File: src/etsr_regs.vh
// Purpose: Constants for the edge-triggered shift register block
// Assumes: Included by bare name from design files
// Notes:   Definitions only
`ifndef ETSR_REGS_VH
`define ETSR_REGS_VH
`define ETSR_BYTE_W      8
`define ETSR_NUM_BYTES   4
`define ETSR_IDX_W       2
`define ETSR_BIT_W       3
`define ETSR_DIR_UP      1'h0
`define ETSR_DIR_DOWN    1'h1
`define ETSR_BYTE_CLEAR  8'h00
`define ETSR_ST_INIT     1'h0
`define ETSR_ST_RUN      1'h1
`endif

File: src/etsr_shift.v
// Purpose: Edge-triggered eight-bit shift register with one selected bit output
// Assumes: All inputs synchronous to core_clk; one clock stands for one program cycle
// Notes:   rst_b models power-up; retain_en keeps contents through it
`default_nettype none
`include "etsr_regs.vh"
// Contract
// - Trigger rise samples data, shifts once
// - Trigger fall changes nothing
// - Direction 0: data into first, shift up
// - Direction 1: data into last, shift down
// - Four bytes of eight bits, indexed
// - Output follows configured byte and bit
// - No retention: restart empty after power loss
// - Retention keeps all bits, never partial
// - Configuration fixed while running
module etsr_shift #(
	parameter NUM_BYTES = `ETSR_NUM_BYTES,
	parameter IDX_W     = `ETSR_IDX_W
) (
	// Clock and reset
	input  wire             core_clk,
	input  wire             rst_b,
	// Configuration (zero-based byte index and bit position)
	input  wire [IDX_W-1:0] cfg_byte_idx,
	input  wire [`ETSR_BIT_W-1:0] cfg_bit_sel,
	input  wire             retain_en,
	// Logic inputs
	input  wire             shift_trig,
	input  wire             shift_dir,
	input  wire             data_in,
	// Output
	output reg              bit_out_reg
);
	reg                      trig_prev_reg;
	reg                      state_reg;
	reg  [IDX_W-1:0]         byte_idx_reg;
	reg  [`ETSR_BIT_W-1:0]   bit_sel_reg;
	reg  [IDX_W-1:0]         clr_idx_reg;
	reg                      pend_reg;
	reg                      pend_dir_reg;
	reg                      pend_data_reg;
	reg                      wr_en;
	reg  [IDX_W-1:0]         wr_idx;
	reg  [`ETSR_BYTE_W-1:0]  wr_data;
	wire [`ETSR_BYTE_W-1:0]  rd_data;
	wire                     trig_rise;
	reg  [`ETSR_BYTE_W-1:0]  shadow_reg;
	reg                      warm_reg;
	reg                      loaded_reg;

	function [`ETSR_BYTE_W-1:0] shift_byte;
		input [`ETSR_BYTE_W-1:0] cur;
		input                    dir;
		input                    din;
		begin
			if (dir == `ETSR_DIR_UP) begin
				shift_byte = {cur[`ETSR_BYTE_W-2:0], din};
			end else begin
				shift_byte = {din, cur[`ETSR_BYTE_W-1:1]};
			end
		end
	endfunction

	function pick_bit;
		input [`ETSR_BYTE_W-1:0] cur;
		input [`ETSR_BIT_W-1:0]  sel;
		begin
			pick_bit = cur[sel];
		end
	endfunction

	assign trig_rise = shift_trig & ~trig_prev_reg;

	// Shadow holds the active byte so a shift never waits on a memory read
	always @* begin
		wr_en   = 1'b0;
		wr_idx  = byte_idx_reg;
		wr_data = shift_byte(shadow_reg, pend_dir_reg, pend_data_reg);
		if (state_reg == `ETSR_ST_INIT) begin
			wr_en   = ~retain_en;
			wr_idx  = clr_idx_reg;
			wr_data = `ETSR_BYTE_CLEAR;
		end else if (pend_reg) begin
			wr_en = 1'b1;
		end
	end

	etsr_store #(
		.NUM_BYTES (NUM_BYTES),
		.IDX_W     (IDX_W)
	) u_store (
		.core_clk    (core_clk),
		.wr_en       (wr_en),
		.wr_idx      (wr_idx),
		.wr_data     (wr_data),
		.rd_idx      (byte_idx_reg),
		.rd_data_reg (rd_data)
	);

	// Edge history resets high so a level already up at release is no edge
	always @(posedge core_clk) begin
		if (!rst_b) begin
			trig_prev_reg <= 1'b1;
		end else begin
			trig_prev_reg <= shift_trig;
		end
	end

	// Start-of-run sweep over every byte, then the run state
	always @(posedge core_clk) begin
		if (!rst_b) begin
			state_reg   <= `ETSR_ST_INIT;
			clr_idx_reg <= {IDX_W{1'b0}};
		end else begin
			case (state_reg)
				`ETSR_ST_INIT: begin
					clr_idx_reg <= clr_idx_reg + {{(IDX_W-1){1'b0}}, 1'b1};
					// Sweep every byte so retention is all or nothing
					if (clr_idx_reg == NUM_BYTES - 1) begin
						state_reg <= `ETSR_ST_RUN;
					end
				end
				`ETSR_ST_RUN: begin
					state_reg <= `ETSR_ST_RUN;
				end
				default: begin
					state_reg <= `ETSR_ST_INIT;
				end
			endcase
		end
	end

	// Configuration is captured on every sweep cycle, then held
	always @(posedge core_clk) begin
		if (!rst_b) begin
			byte_idx_reg <= {IDX_W{1'b0}};
			bit_sel_reg  <= {`ETSR_BIT_W{1'b0}};
		end else if (state_reg == `ETSR_ST_INIT) begin
			byte_idx_reg <= cfg_byte_idx;
			bit_sel_reg  <= cfg_bit_sel;
		end
	end

	// Read data is trusted only one cycle into the run, once the last
	// sweep write has landed; triggers before then are not taken
	always @(posedge core_clk) begin
		if (!rst_b) begin
			warm_reg <= 1'b0;
		end else if (state_reg == `ETSR_ST_RUN) begin
			warm_reg <= 1'b1;
		end
	end

	// Pending shift: direction and data sampled on the edge cycle
	always @(posedge core_clk) begin
		if (!rst_b) begin
			pend_reg      <= 1'b0;
			pend_dir_reg  <= `ETSR_DIR_UP;
			pend_data_reg <= 1'b0;
		end else begin
			pend_reg      <= trig_rise & warm_reg;
			pend_dir_reg  <= shift_dir;
			pend_data_reg <= data_in;
		end
	end

	// Shadow is loaded once from memory, then kept by every write.
	// Re-reading memory after a write would show the old byte for a cycle.
	always @(posedge core_clk) begin
		if (!rst_b) begin
			loaded_reg  <= 1'b0;
			shadow_reg  <= `ETSR_BYTE_CLEAR;
			bit_out_reg <= 1'b0;
		end else if (pend_reg) begin
			shadow_reg  <= wr_data;
			bit_out_reg <= pick_bit(wr_data, bit_sel_reg);
		end else if (warm_reg && !loaded_reg) begin
			loaded_reg  <= 1'b1;
			shadow_reg  <= rd_data;
			bit_out_reg <= pick_bit(rd_data, bit_sel_reg);
		end else begin
			bit_out_reg <= pick_bit(shadow_reg, bit_sel_reg);
		end
	end
endmodule // etsr_shift
`default_nettype wire

File: src/etsr_store.v
// Purpose: Storage for the shift register bytes, registered read port
// Assumes: One write per clock at most
// Notes:   Bytes are retained unless cleared by the owner
`default_nettype none
`include "etsr_regs.vh"
module etsr_store #(
	parameter NUM_BYTES = `ETSR_NUM_BYTES,
	parameter IDX_W     = `ETSR_IDX_W
) (
	// Clock
	input  wire                    core_clk,
	// Write port
	input  wire                    wr_en,
	input  wire [IDX_W-1:0]        wr_idx,
	input  wire [`ETSR_BYTE_W-1:0] wr_data,
	// Read port
	input  wire [IDX_W-1:0]        rd_idx,
	output reg  [`ETSR_BYTE_W-1:0] rd_data_reg
);
	reg [`ETSR_BYTE_W-1:0] mem [0:NUM_BYTES-1];

	// No reset here: retention is the owner's decision, not the memory's
	always @(posedge core_clk) begin
		if (wr_en) begin
			mem[wr_idx] <= wr_data;
		end
		rd_data_reg <= mem[rd_idx];
	end
endmodule // etsr_store
`default_nettype wire

File: config.mk
export PLATFORM = sky130hd
export DESIGN_NAME = etsr_shift
export DESIGN_NICKNAME = d
export VERILOG_FILES = /design/src/etsr_shift.v /design/src/etsr_store.v
export VERILOG_INCLUDE_DIRS = /design/src /design/src/src
export SDC_FILE = /design/constraint.sdc
export NUM_CORES = 1
export LEC_CHECK = 0
export BUFFER_PORTS_ARGS = -buffer_cell sky130_fd_sc_hd__buf_4
export CORE_MARGIN = 2
export CORE_UTILIZATION = 45
export DETAILED_ROUTE_END_ITERATION = 16
export PLACE_DENSITY = 0.6
export SLEW_MARGIN = 25
export SYNTH_ARGS = -nofsm -noshare
export SYNTH_HDL_FRONTEND = slang
export SYNTH_SLANG_ARGS = --single-unit
File: constraint.sdc
create_clock -name core_clk -period 1.76 [get_ports core_clk]
set_input_delay 0.352 -clock core_clk [delete_from_list [all_inputs] [get_ports core_clk]]
set_output_delay 0.352 -clock core_clk [all_outputs]
set_load 0.05 [all_outputs]
# After elaboration in Yosys (flattened, before gate mapping)
# Memories as Yosys holds them, arrays and structs flattened. A register that Yosys moved wholly into a read port is not among the register bits.
# Index checks and enable logic that the tools add are counted.
dict set report classes {
  bitwise_logic 6
  n_addsub 1
  n_mux 19
  magnitude_cmp 1
  n_reduce_logical 4
  n_eq_ne 1
}
# cell n
set ops {}
lappend ops {{2-to-1 mux 8 bit} 4}
lappend ops {{2-to-1 mux 1 bit} 10}
lappend ops {{binary-select mux 1 bit (select 3 bit)} 3}
lappend ops {{< comparator 3 x 4 -> 1 bit, second input constant} 1}
lappend ops {{inverter 1 bit} 4}
lappend ops {{adder 2 x 1 -> 2 bit, second input constant} 1}
lappend ops {{AND 1 bit} 2}
lappend ops {{equality test 2 bit, second input constant} 1}
lappend ops {{2-to-1 mux 2 bit} 1}
lappend ops {{case mux 1 bit (2 select lines)} 1}
lappend ops {{AND reduction 2 bit} 1}
lappend ops {{nonzero test 2 bit} 1}
lappend ops {{logical AND 1 bit} 1}
lappend ops {{zero test 1 bit} 1}
dict set report word_totals {
  mem_bits_rw 32
  word_cells 45
  memories 1
  ff_bits 23
  inputBits 11
}
# memory words width rd rd_ports_with_merged_regs wr line_no
set memory_table {}
lappend memory_table {u_store.mem 4 8 1 1 1 etsr_store.v:20} ;# reg [`ETSR_BYTE_W-1:0] mem [0:NUM_BYTES-1];

# Longest topological paths before layout
# Gate-level depths: netlist of run 1.
dict set report logic_depth {
  depth_word 5
  ltp_mapped 5
  depth_no_buf 4
}

# Modules after synthesis
# A second synthesis of run 1 with hierarchy kept.
dict set report unflattened {
  cells_unflattened 195
  hier_area_um2 2708.8
}
# mod area_each_um2 cells_each seq_area_each_um2 n_inst
set modules_own_cells {}
lappend modules_own_cells {etsr_shift 1360.1 141 460.4 1}
lappend modules_own_cells {etsr_store 1348.8 54 1121.1 1}

# Worst setup path before layout of run 1
# OpenSTA, ideal clock, no wires.
dict set report synth_path {
  kind {reg-to-reg}
  start {register state_reg}
  end {memory u_store.mem[2][0] in the netlist's numbering, enable pin}
  required_time_ps 1390
  setup_slack_ps -45
  stages_incl_launch_ff 5
  t_arrival_ps 1435
  n_path_buf 2
  period_less_slack_ps 1805
  path_cell_list {dfxtp_1 clkbuf_1 clkbuf_1 a31oi_1 nor2_1}
}
dict set report synth_via {
  elab_chain_cells 3
}
# element line_no
set synth_lines {}
lappend synth_lines {{start, declared} etsr_shift.v:35} ;# reg state_reg;
lappend synth_lines {{start signal, assigned} etsr_shift.v:112} ;# state_reg <= `ETSR_ST_INIT;
lappend synth_lines {{start signal, assigned} etsr_shift.v:120} ;# state_reg <= `ETSR_ST_RUN;
lappend synth_lines {{start signal, assigned} etsr_shift.v:124} ;# state_reg <= `ETSR_ST_RUN;
lappend synth_lines {{2-to-1 mux 1 bit} etsr_shift.v:79} ;# if (state_reg == `ETSR_ST_INIT) begin
lappend synth_lines {{2-to-1 mux 1 bit} etsr_store.v:24} ;# if (wr_en) begin
lappend synth_lines {{2-to-1 mux 1 bit (not written as such)} etsr_store.v:25} ;# mem[wr_idx] <= wr_data;
lappend synth_lines {{end, declared} etsr_store.v:20}
# Several ways; a longest one is shown, not always the timed one.

# Final worst setup path of run 1
dict set report layout_path {
  start {register bit_sel_reg[0]}
  end {register bit_out_reg}
}
dict set report layout_via {
  elab_chain_cells 4
}
# element line_no
set layout_lines {}
lappend layout_lines {{start, declared} etsr_shift.v:37} ;# reg [`ETSR_BIT_W-1:0] bit_sel_reg;
lappend layout_lines {{start signal, assigned} etsr_shift.v:137} ;# bit_sel_reg <= {`ETSR_BIT_W{1'b0}};
lappend layout_lines {{start signal, assigned} etsr_shift.v:140} ;# bit_sel_reg <= cfg_bit_sel;
lappend layout_lines {{binary-select mux 1 bit (select 3 bit)} etsr_shift.v:68} ;# pick_bit = cur[sel];
lappend layout_lines {{2-to-1 mux 1 bit (not written as such)} etsr_shift.v:68}
lappend layout_lines {{2-to-1 mux 1 bit} etsr_shift.v:177} ;# end else if (warm_reg && !loaded_reg) begin
lappend layout_lines {{2-to-1 mux 1 bit *} etsr_shift.v:174} ;# end else if (pend_reg) begin
lappend layout_lines {{end signal, assigned} etsr_shift.v:176} ;# bit_out_reg <= pick_bit(wr_data, bit_sel_reg);
lappend layout_lines {{end signal, assigned} etsr_shift.v:180} ;# bit_out_reg <= pick_bit(rd_data, bit_sel_reg);
lappend layout_lines {{end signal, assigned} etsr_shift.v:182} ;# bit_out_reg <= pick_bit(shadow_reg, bit_sel_reg);
lappend layout_lines {{end, declared} etsr_shift.v:32} ;# output reg bit_out_reg
# Mark *: on every way between the ends. The rest lies on a longest branch, timed or not. The select of a mux whose other input is x is not followed.
# A chain may end at the register's enable or synchronous reset.

==> results.py, run 1 <==
metrics = {
    "critical_path": {
        "required_ps": 1960,
        "crit_fanout": 5,
        "cp_num_cells": 4,
        "slowest_delay_ps": 550,
        "crit_type": "reg -> reg",
        "r2r_setup_slack_ps": 80,
        "endpoint_kind": "register",
        "critPathLaunchType": "register",
        "reg2reg_from": "bit_sel_reg[0]",
        "crit_family": "multiplexers",
        "cp_num_buf_inv": 0,
        "reg2reg_depth": 4,
        "slowest_stage": "mux4_1",
        "timing.rr.end": "bit_out_reg",
        "crit_arrival_ps": 1880,
        "worstPathCellList": "mux4_1, mux4_2, nor2_2, a311oi_1",
    },
    "clocking": {
        "cts.reportedPaths.clkPinSlew_ps": 70,
        "post-cts-setup-buffer-count": 0,
        "cts.sink_count": 63,
        "cts_made_buffers": 9,
        "clkLatencyLatePin_ps": 330,
        "cts_tree": "built",
        "clock_path_buffers": 2,
        "clock-root-buffer": "clkbuf_8",
        "h-tree-depth": 3,
    },
    "synth": {
        "synth_seq_cells": 63,
        "synth_edf_count": 32,
        "yosysSeqAreaShare_pct": 60.7,
        "yosysWarnings": 0,
        "synth_ff_type": "edfxtp_1",
        "syn_area_per_cell_um2": 14.2,
        "synthesis.area_mm2": 0.00261,
        "synth_fp_nets": 196,
        "syn_inst": 184,
        "synthArstFlopShare_pct": 0,
        "synthDistinctLibCells": 33,
    },
    "floorplan": {
        "ios": 12,
        "die_h_um": 80.1,
        "dieArea_mm2": 0.00642,
        "initial_core_util_pct": 47.0,
        "core_mm2": 0.00554,
        "rows": 27,
        "die_x_um": 80.1,
    },
    "global_routing": {
        "grt_pass1_vias": 1543,
        "antenna_found_initial": 0,
        "overflow": 0,
        "track_usage_pct": 17.1,
        "grt_pass1_wl_um": 7820,
        "grt_start_max_net_pins": 19,
    },
    "cells_and_area": {
        "seq_area_mm2": 0.00159,
        "syn_to_final_growth_pct": 15.5,
        "mostFrequentLayoutCells": "edfxtp_1 (32), dfxtp_1 (30), buf_4 (23), mux2i_1 (19), nor2_1 (18)",
        "final_core_util_pct": 54.3,
        "n_antenna_cell": 0,
        "drive_gt1_share_pct": 25.1,
        "largest_register_ffs": 32,
        "num-fill-cells": 477,
        "multi_input_comb_area_um2": 945,
        "fin_nets": 218,
        "mostFrequentLayoutCell": "edfxtp_1",
    },
    "placement": {
        "place_ws_ps": 4.21,
        "dpl.hpwl_um": 3320,
        "port_buffers": 11,
        "gp_congestion": 0.867,
    },
    "pwr": {
        "p_int_w": 0.00255,
        "peakVddDrop_mv": 0.627,
        "p_seq_share_pct": 52.2,
        "power_density_mw_per_mm2": 1130,
        "swShare_pct": 24.7,
        "leakage_nw": 1.14,
        "comb_power_share_pct": 11.9,
        "switchingPower_w": 0.000837,
        "clockPowerShare_pct": 35.9,
    },
    "hold_path": {
        "hp-start": "shift_trig",
        "min_to": "trig_prev_reg",
        "hold_path.class": "in -> reg",
        "min_path_cells": 2,
    },
    "timing": {
        "layout_min_cycle_time_ps": 1680,
        "fin_ws_ps": 79.3,
        "skew_ps": 7.22,
        "max-slew-margin-rel_pct": 72.9,
        "slew_violations": 0,
        "finalSetupViolations": 0,
        "rsz0062_at_grt": "no",
        "fin_crit_sh_pct": 95.5,
        "finalHoldViolCount": 0,
        "timing.fmax_mhz": 595,
        "worst_slew_pin_slew_ps": 406,
    },
    "route": {
        "wl_um": 4790,
        "drt_iter0_markers": 66,
        "ant_nets": 0,
        "drc": 0,
        "routedWlPerCell_um": 16.9,
        "num_vias": 1484,
        "dr.pass1.iters": 4,
        "vias_per_cell": 5.24,
    },
    "status": {
        "status": "finished, final reports clean",
    },
    "run": {
        "max_cap_viol_count": 0,
    },
}
## synth_stat cells (5+ instances only)
library cell  number  share of area, %
and2_1             5               1.2
mux2i_1           19               7.3
mux4_2             9               7.8
nor2b_1            6               1.4
nand2_1            6              0.86
nor2_1            19               2.7
edfxtp_1          32                37
nand2b_1           5               1.2
dfxtp_1           31                24
o211a_1            5               1.9
clkbuf_1           7               1.0
## power groups by stage
stage | clock network (W) | registers (W) | logic, W
floorplan | 0 | 0.00177 | 0.000306
global placement | 0 | 0.00179 | 0.000399
detailed placement | 0 | 0.00180 | 0.000410
CTS | 0.00125 | 0.00177 | 0.000412
global route | 0.00134 | 0.00178 | 0.000445
finish | 0.00122 | 0.00177 | 0.000404
## what timing repair did
action / 4_1_cts / 5_1_grt
hold buffers: 0 / 0
setup endpoints to repair: 1 / 1
pin swaps: 0 / 0
gates resized for setup: 1 / 2
## worst register-to-register path, cell delays in order (launching register included)
cell	delay (ps)
dfxtp_4	380
mux4_1	550
mux4_2	480
nor2_2	90
a311oi_1	40
## area by class of cell
cell class | instances | share of cell area, %
clock buffers | 9 | 4.12
multi-input cells | 104 | 31.4
flip-flops and latches | 63 | 52.7
clock inverters | 7 | 2.45
inverters | 5 | 0.624
repair buffers | 23 | 5.74
well taps | 72 | 2.99
## metal layers
| metal | GRT usage [%] | vias to the layer above | share of wire (%) |
|---|---|---|---|
| met5 | 0 | - | 0 |
| met4 | 10.2 | 0 | 1.8 |
| met3 | 3.71 | 8 | 5.3 |
| met2 | 26.3 | 35 | 47 |
| met1 | 22.4 | 713 | 46 |
| li1 | - | 728 | - |
## per-stage QoR
stage	power (W)	instances	TNS, ps	hold slack, ps	cell area [µm²]
global placement	0.00219	267	0	452	2810
global route	0.00357	283	0	204	3010
CTS	0.00343	283	0	198	3000
finish	0.00339	283	0	213	3010
floorplan	0.00207	184	-1450	437	2610
detailed placement	0.00221	267	0	472	2810
## worst max-delay path by stage
stage	start	endpoint	slack, ps
2_1_floorplan	state_reg	u_store.mem[2][0]	-50
3_3_place_gp	bit_sel_reg[0]	bit_out_reg	70
3_5_place_dp	bit_sel_reg[0]	bit_out_reg	4
4_1_cts	bit_sel_reg[0]	bit_out_reg	60
5_1_grt	bit_sel_reg[0]	bit_out_reg	9
6_report	bit_sel_reg[0]	bit_out_reg	80
## logic make-up after synthesis
kind of cell | Yosys count | synth area share (%)
AOI/OAI and AO/OA | 19 | 5.57
and+or+nand+nor | 47 | 8.93
DFF | 63 | 60.7
adders and majority gates | 1 | 0.480
muxes | 36 | 20.8
buffers and inverters | 17 | 3.17
xor gates and xnor gates | 1 | 0.336
(Power assumes the default switching activity.)
==> run 2, diff against run 1 <==
--- a/config.mk
+++ b/config.mk
@@ -6,7 +6,9 @@
 export SDC_FILE = /design/constraint.sdc
 export NUM_CORES = 1
 export LEC_CHECK = 0
+export ABC_AREA = 1
 export BUFFER_PORTS_ARGS = -buffer_cell sky130_fd_sc_hd__buf_4
+export CAP_MARGIN = 25
 export CORE_MARGIN = 2
 export CORE_UTILIZATION = 45
 export DETAILED_ROUTE_END_ITERATION = 16
==> results.py, run 2 <==
metrics = {
    "clocking": {
        "postCtsResizedCells": 0,
        "clock_path_buffers": 2,
        "clock-root-buffer": "clkbuf_8",
        "cts_tree": "built",
        "cts_made_buffers": 9,
        "cts_hold_buf": 0,
        "cts.reportedPaths.clkPinSlew_ps": 60,
        "post-cts-setup-buffer-count": 0,
        "clkLatencyLatePin_ps": 340,
        "cts.sink_count": 63,
        "h-tree-depth": 3,
    },
    "route": {
        "vias_per_cell": 5.13,
        "routedWlPerCell_um": 14.2,
        "ant_nets": 0,
        "drc": 0,
        "wl_um": 5530,
        "dr.pass1.iters": 6,
        "num_vias": 1996,
        "drt_iter0_markers": 107,
    },
    "cells_and_area": {
        "n_antenna_cell": 0,
        "num-fill-cells": 496,
        "fin_nets": 324,
        "drive_gt1_share_pct": 12.6,
        "largest_register_ffs": 32,
        "mostFrequentLayoutCells": "nand2_1 (63), nor2_1 (47), edfxtp_1 (32), dfxtp_1 (31), inv_1 (30)",
        "syn_to_final_growth_pct": 14.5,
        "mostFrequentLayoutCell": "nand2_1",
    },
    "timing": {
        "fin_ws_ps": 372,
        "rsz0062_at_grt": "no",
        "setup_tns_ps": 0,
        "finalHoldViolCount": 0,
        "layout_min_cycle_time_ps": 1390,
        "fin_crit_sh_pct": 78.8,
        "slew_violations": 0,
        "max-slew-margin-rel_pct": 67.1,
        "finalSetupViolations": 0,
        "skew_ps": 7.46,
        "worst_slew_pin_slew_ps": 493,
        "timing.fmax_mhz": 721,
    },
    "floorplan": {
        "die_x_um": 80.5,
        "core_mm2": 0.00557,
        "die_h_um": 80.5,
        "initial_core_util_pct": 47.2,
        "dieArea_mm2": 0.00647,
        "ios": 12,
        "rows": 27,
    },
    "critical_path": {
        "required_ps": 1800,
        "crit_type": "reg -> reg",
        "crit_end": "u_store.mem[0][7]",
        "critPathLaunchType": "register",
        "timing.rr.end": "u_store.mem[0][7]",
        "crit_arrival_ps": 1430,
        "r2r_setup_slack_ps": 370,
        "endpoint_kind": "register",
        "crit_fanout": 8,
        "worstPathCellList": "nand2_1, o21ai_0, nand3_1, nor2_1, buf_4",
        "reg2reg_depth": 5,
        "startpoint": "pend_reg",
        "slowest_delay_ps": 460,
        "slowest_stage": "dfxtp_1",
        "reg2reg_from": "pend_reg",
    },
    "synth": {
        "syn_inst": 292,
        "synth_most_common_cell": "nand2_1",
        "synth_seq_cells": 63,
        "yosysTopAreaCell": "edfxtp_1",
        "synth_top_area_share_pct": 36.5,
        "synthDistinctLibCells": 24,
        "synthTopCellsByCount": "nand2_1 (63), nor2_1 (47), edfxtp_1 (32)",
        "synth.area.top_cells": "edfxtp_1 (37%), dfxtp_1 (24%), nand2_1 (9.0%), nor2_1 (6.7%), o21ai_0 (4.8%)",
        "synthArstFlopShare_pct": 0,
        "yosysSeqAreaShare_pct": 60.1,
        "synthesis.area_mm2": 0.00263,
        "synth_fp_nets": 304,
        "synth_ff_type": "edfxtp_1",
        "syn_area_per_cell_um2": 9.01,
        "yosysWarnings": 0,
        "synth_edf_count": 32,
    },
    "global_routing": {
        "antenna_found_initial": 0,
        "overflow": 0,
        "grt_pass1_wl_um": 9220,
        "grt_start_max_net_pins": 19,
        "track_usage_pct": 19.8,
        "grt_pass1_vias": 1925,
    },
    "status": {
        "status": "finished, final reports clean",
    },
    "pwr": {
        "p_int_w": 0.00260,
        "clockPowerShare_pct": 36.8,
        "peakVddDrop_mv": 0.655,
        "p_seq_share_pct": 51.0,
        "swShare_pct": 24.8,
        "switchingPower_w": 0.000860,
        "comb_power_share_pct": 12.3,
        "leakage_nw": 1.28,
        "power_density_mw_per_mm2": 1150,
    },
    "hold_path": {
        "hold_path.class": "in -> reg",
    },
    "placement": {
        "dpl.hpwl_um": 4040,
        "place_ws_ps": 322,
        "gp_congestion": 0.846,
        "port_buffers": 11,
    },
    "run": {
        "max_cap_viol_count": 0,
    },
}
==> run 2: logic make-up (layout without fill, tap and decap cells) <==
kind of cell    after synthesis  count (layout)  synth area share (%)
simple gates                136             136                  21.2
flops                        63              63                  60.1
compound gates               49              49                  10.7
buf+inv                      43              68                  7.47
fa+ha+maj                     1               1                 0.475
==> run 2: worst max-delay path, delay by kind of cell (launching register included) <==
kind | cells | cell delay [ps]
flip-flops | 1 | 460
buffers and inverters | 1 | 180
AO/OA/AOI/OAI | 1 | 120
AND/OR/NAND/NOR | 3 | 330
==> run 2: power groups by stage <==
stage	Sequential [W]	Combinational [W]	Clock, W
CTS	0.00176	0.000429	0.00131
global placement	0.00179	0.000424	0
finish	0.00177	0.000425	0.00127
detailed placement	0.00180	0.000427	0
global route	0.00178	0.000485	0.00140
floorplan	0.00178	0.000306	0
==> run 2: area by class of cell <==
| cell class | instances | area, µm² | area share, % |
|---|---|---|---|
| Sequential cell | 63 | 1580 | 52.5 |
| Multi-Input combinational cell | 186 | 853 | 28.3 |
| Clock buffer | 15 | 209 | 6.94 |
| Timing Repair Buffer | 20 | 150 | 4.99 |
| Inverter | 32 | 123 | 4.07 |
| Tap cell | 72 | 90.1 | 2.99 |
| Clock inverter | 1 | 5.00 | 0.166 |
==> run 2: worst min path at each step <==
stage             startpoint             to  slack, ps  depth (start not counted)
2_1_floorplan  trig_prev_reg       pend_reg        370                          1
3_3_place_gp   trig_prev_reg       pend_reg        400                          1
3_5_place_dp   trig_prev_reg       pend_reg        390                          1
4_1_cts              data_in  pend_data_reg        180                          3
5_1_grt              data_in  pend_data_reg        180                          3
6_report             data_in  pend_data_reg        200                          3
==> run 2: metal layers <==
metal | global-route usage [%] | share of wire [%]
met5 | 0 | 0
met2 | 31.3 | 50
met4 | 7.63 | 1.0
met1 | 24.4 | 42
met3 | 7.53 | 6.8
==> run 2: per-stage QoR <==
stage / power, W / hold WS, ps / util, % / cells / area (µm²)
final: 0.00346 / 198 / 54.0 / 389 / 3010
after global routing: 0.00366 / 180 / 54.0 / 389 / 3010
after detailed placement: 0.00222 / 390 / 50.2 / 373 / 2800
after CTS: 0.00350 / 181 / 54.0 / 389 / 3010
after floorplan: 0.00208 / 374 / - / 292 / 2630
after global placement: 0.00222 / 398 / 50.2 / 373 / 2800
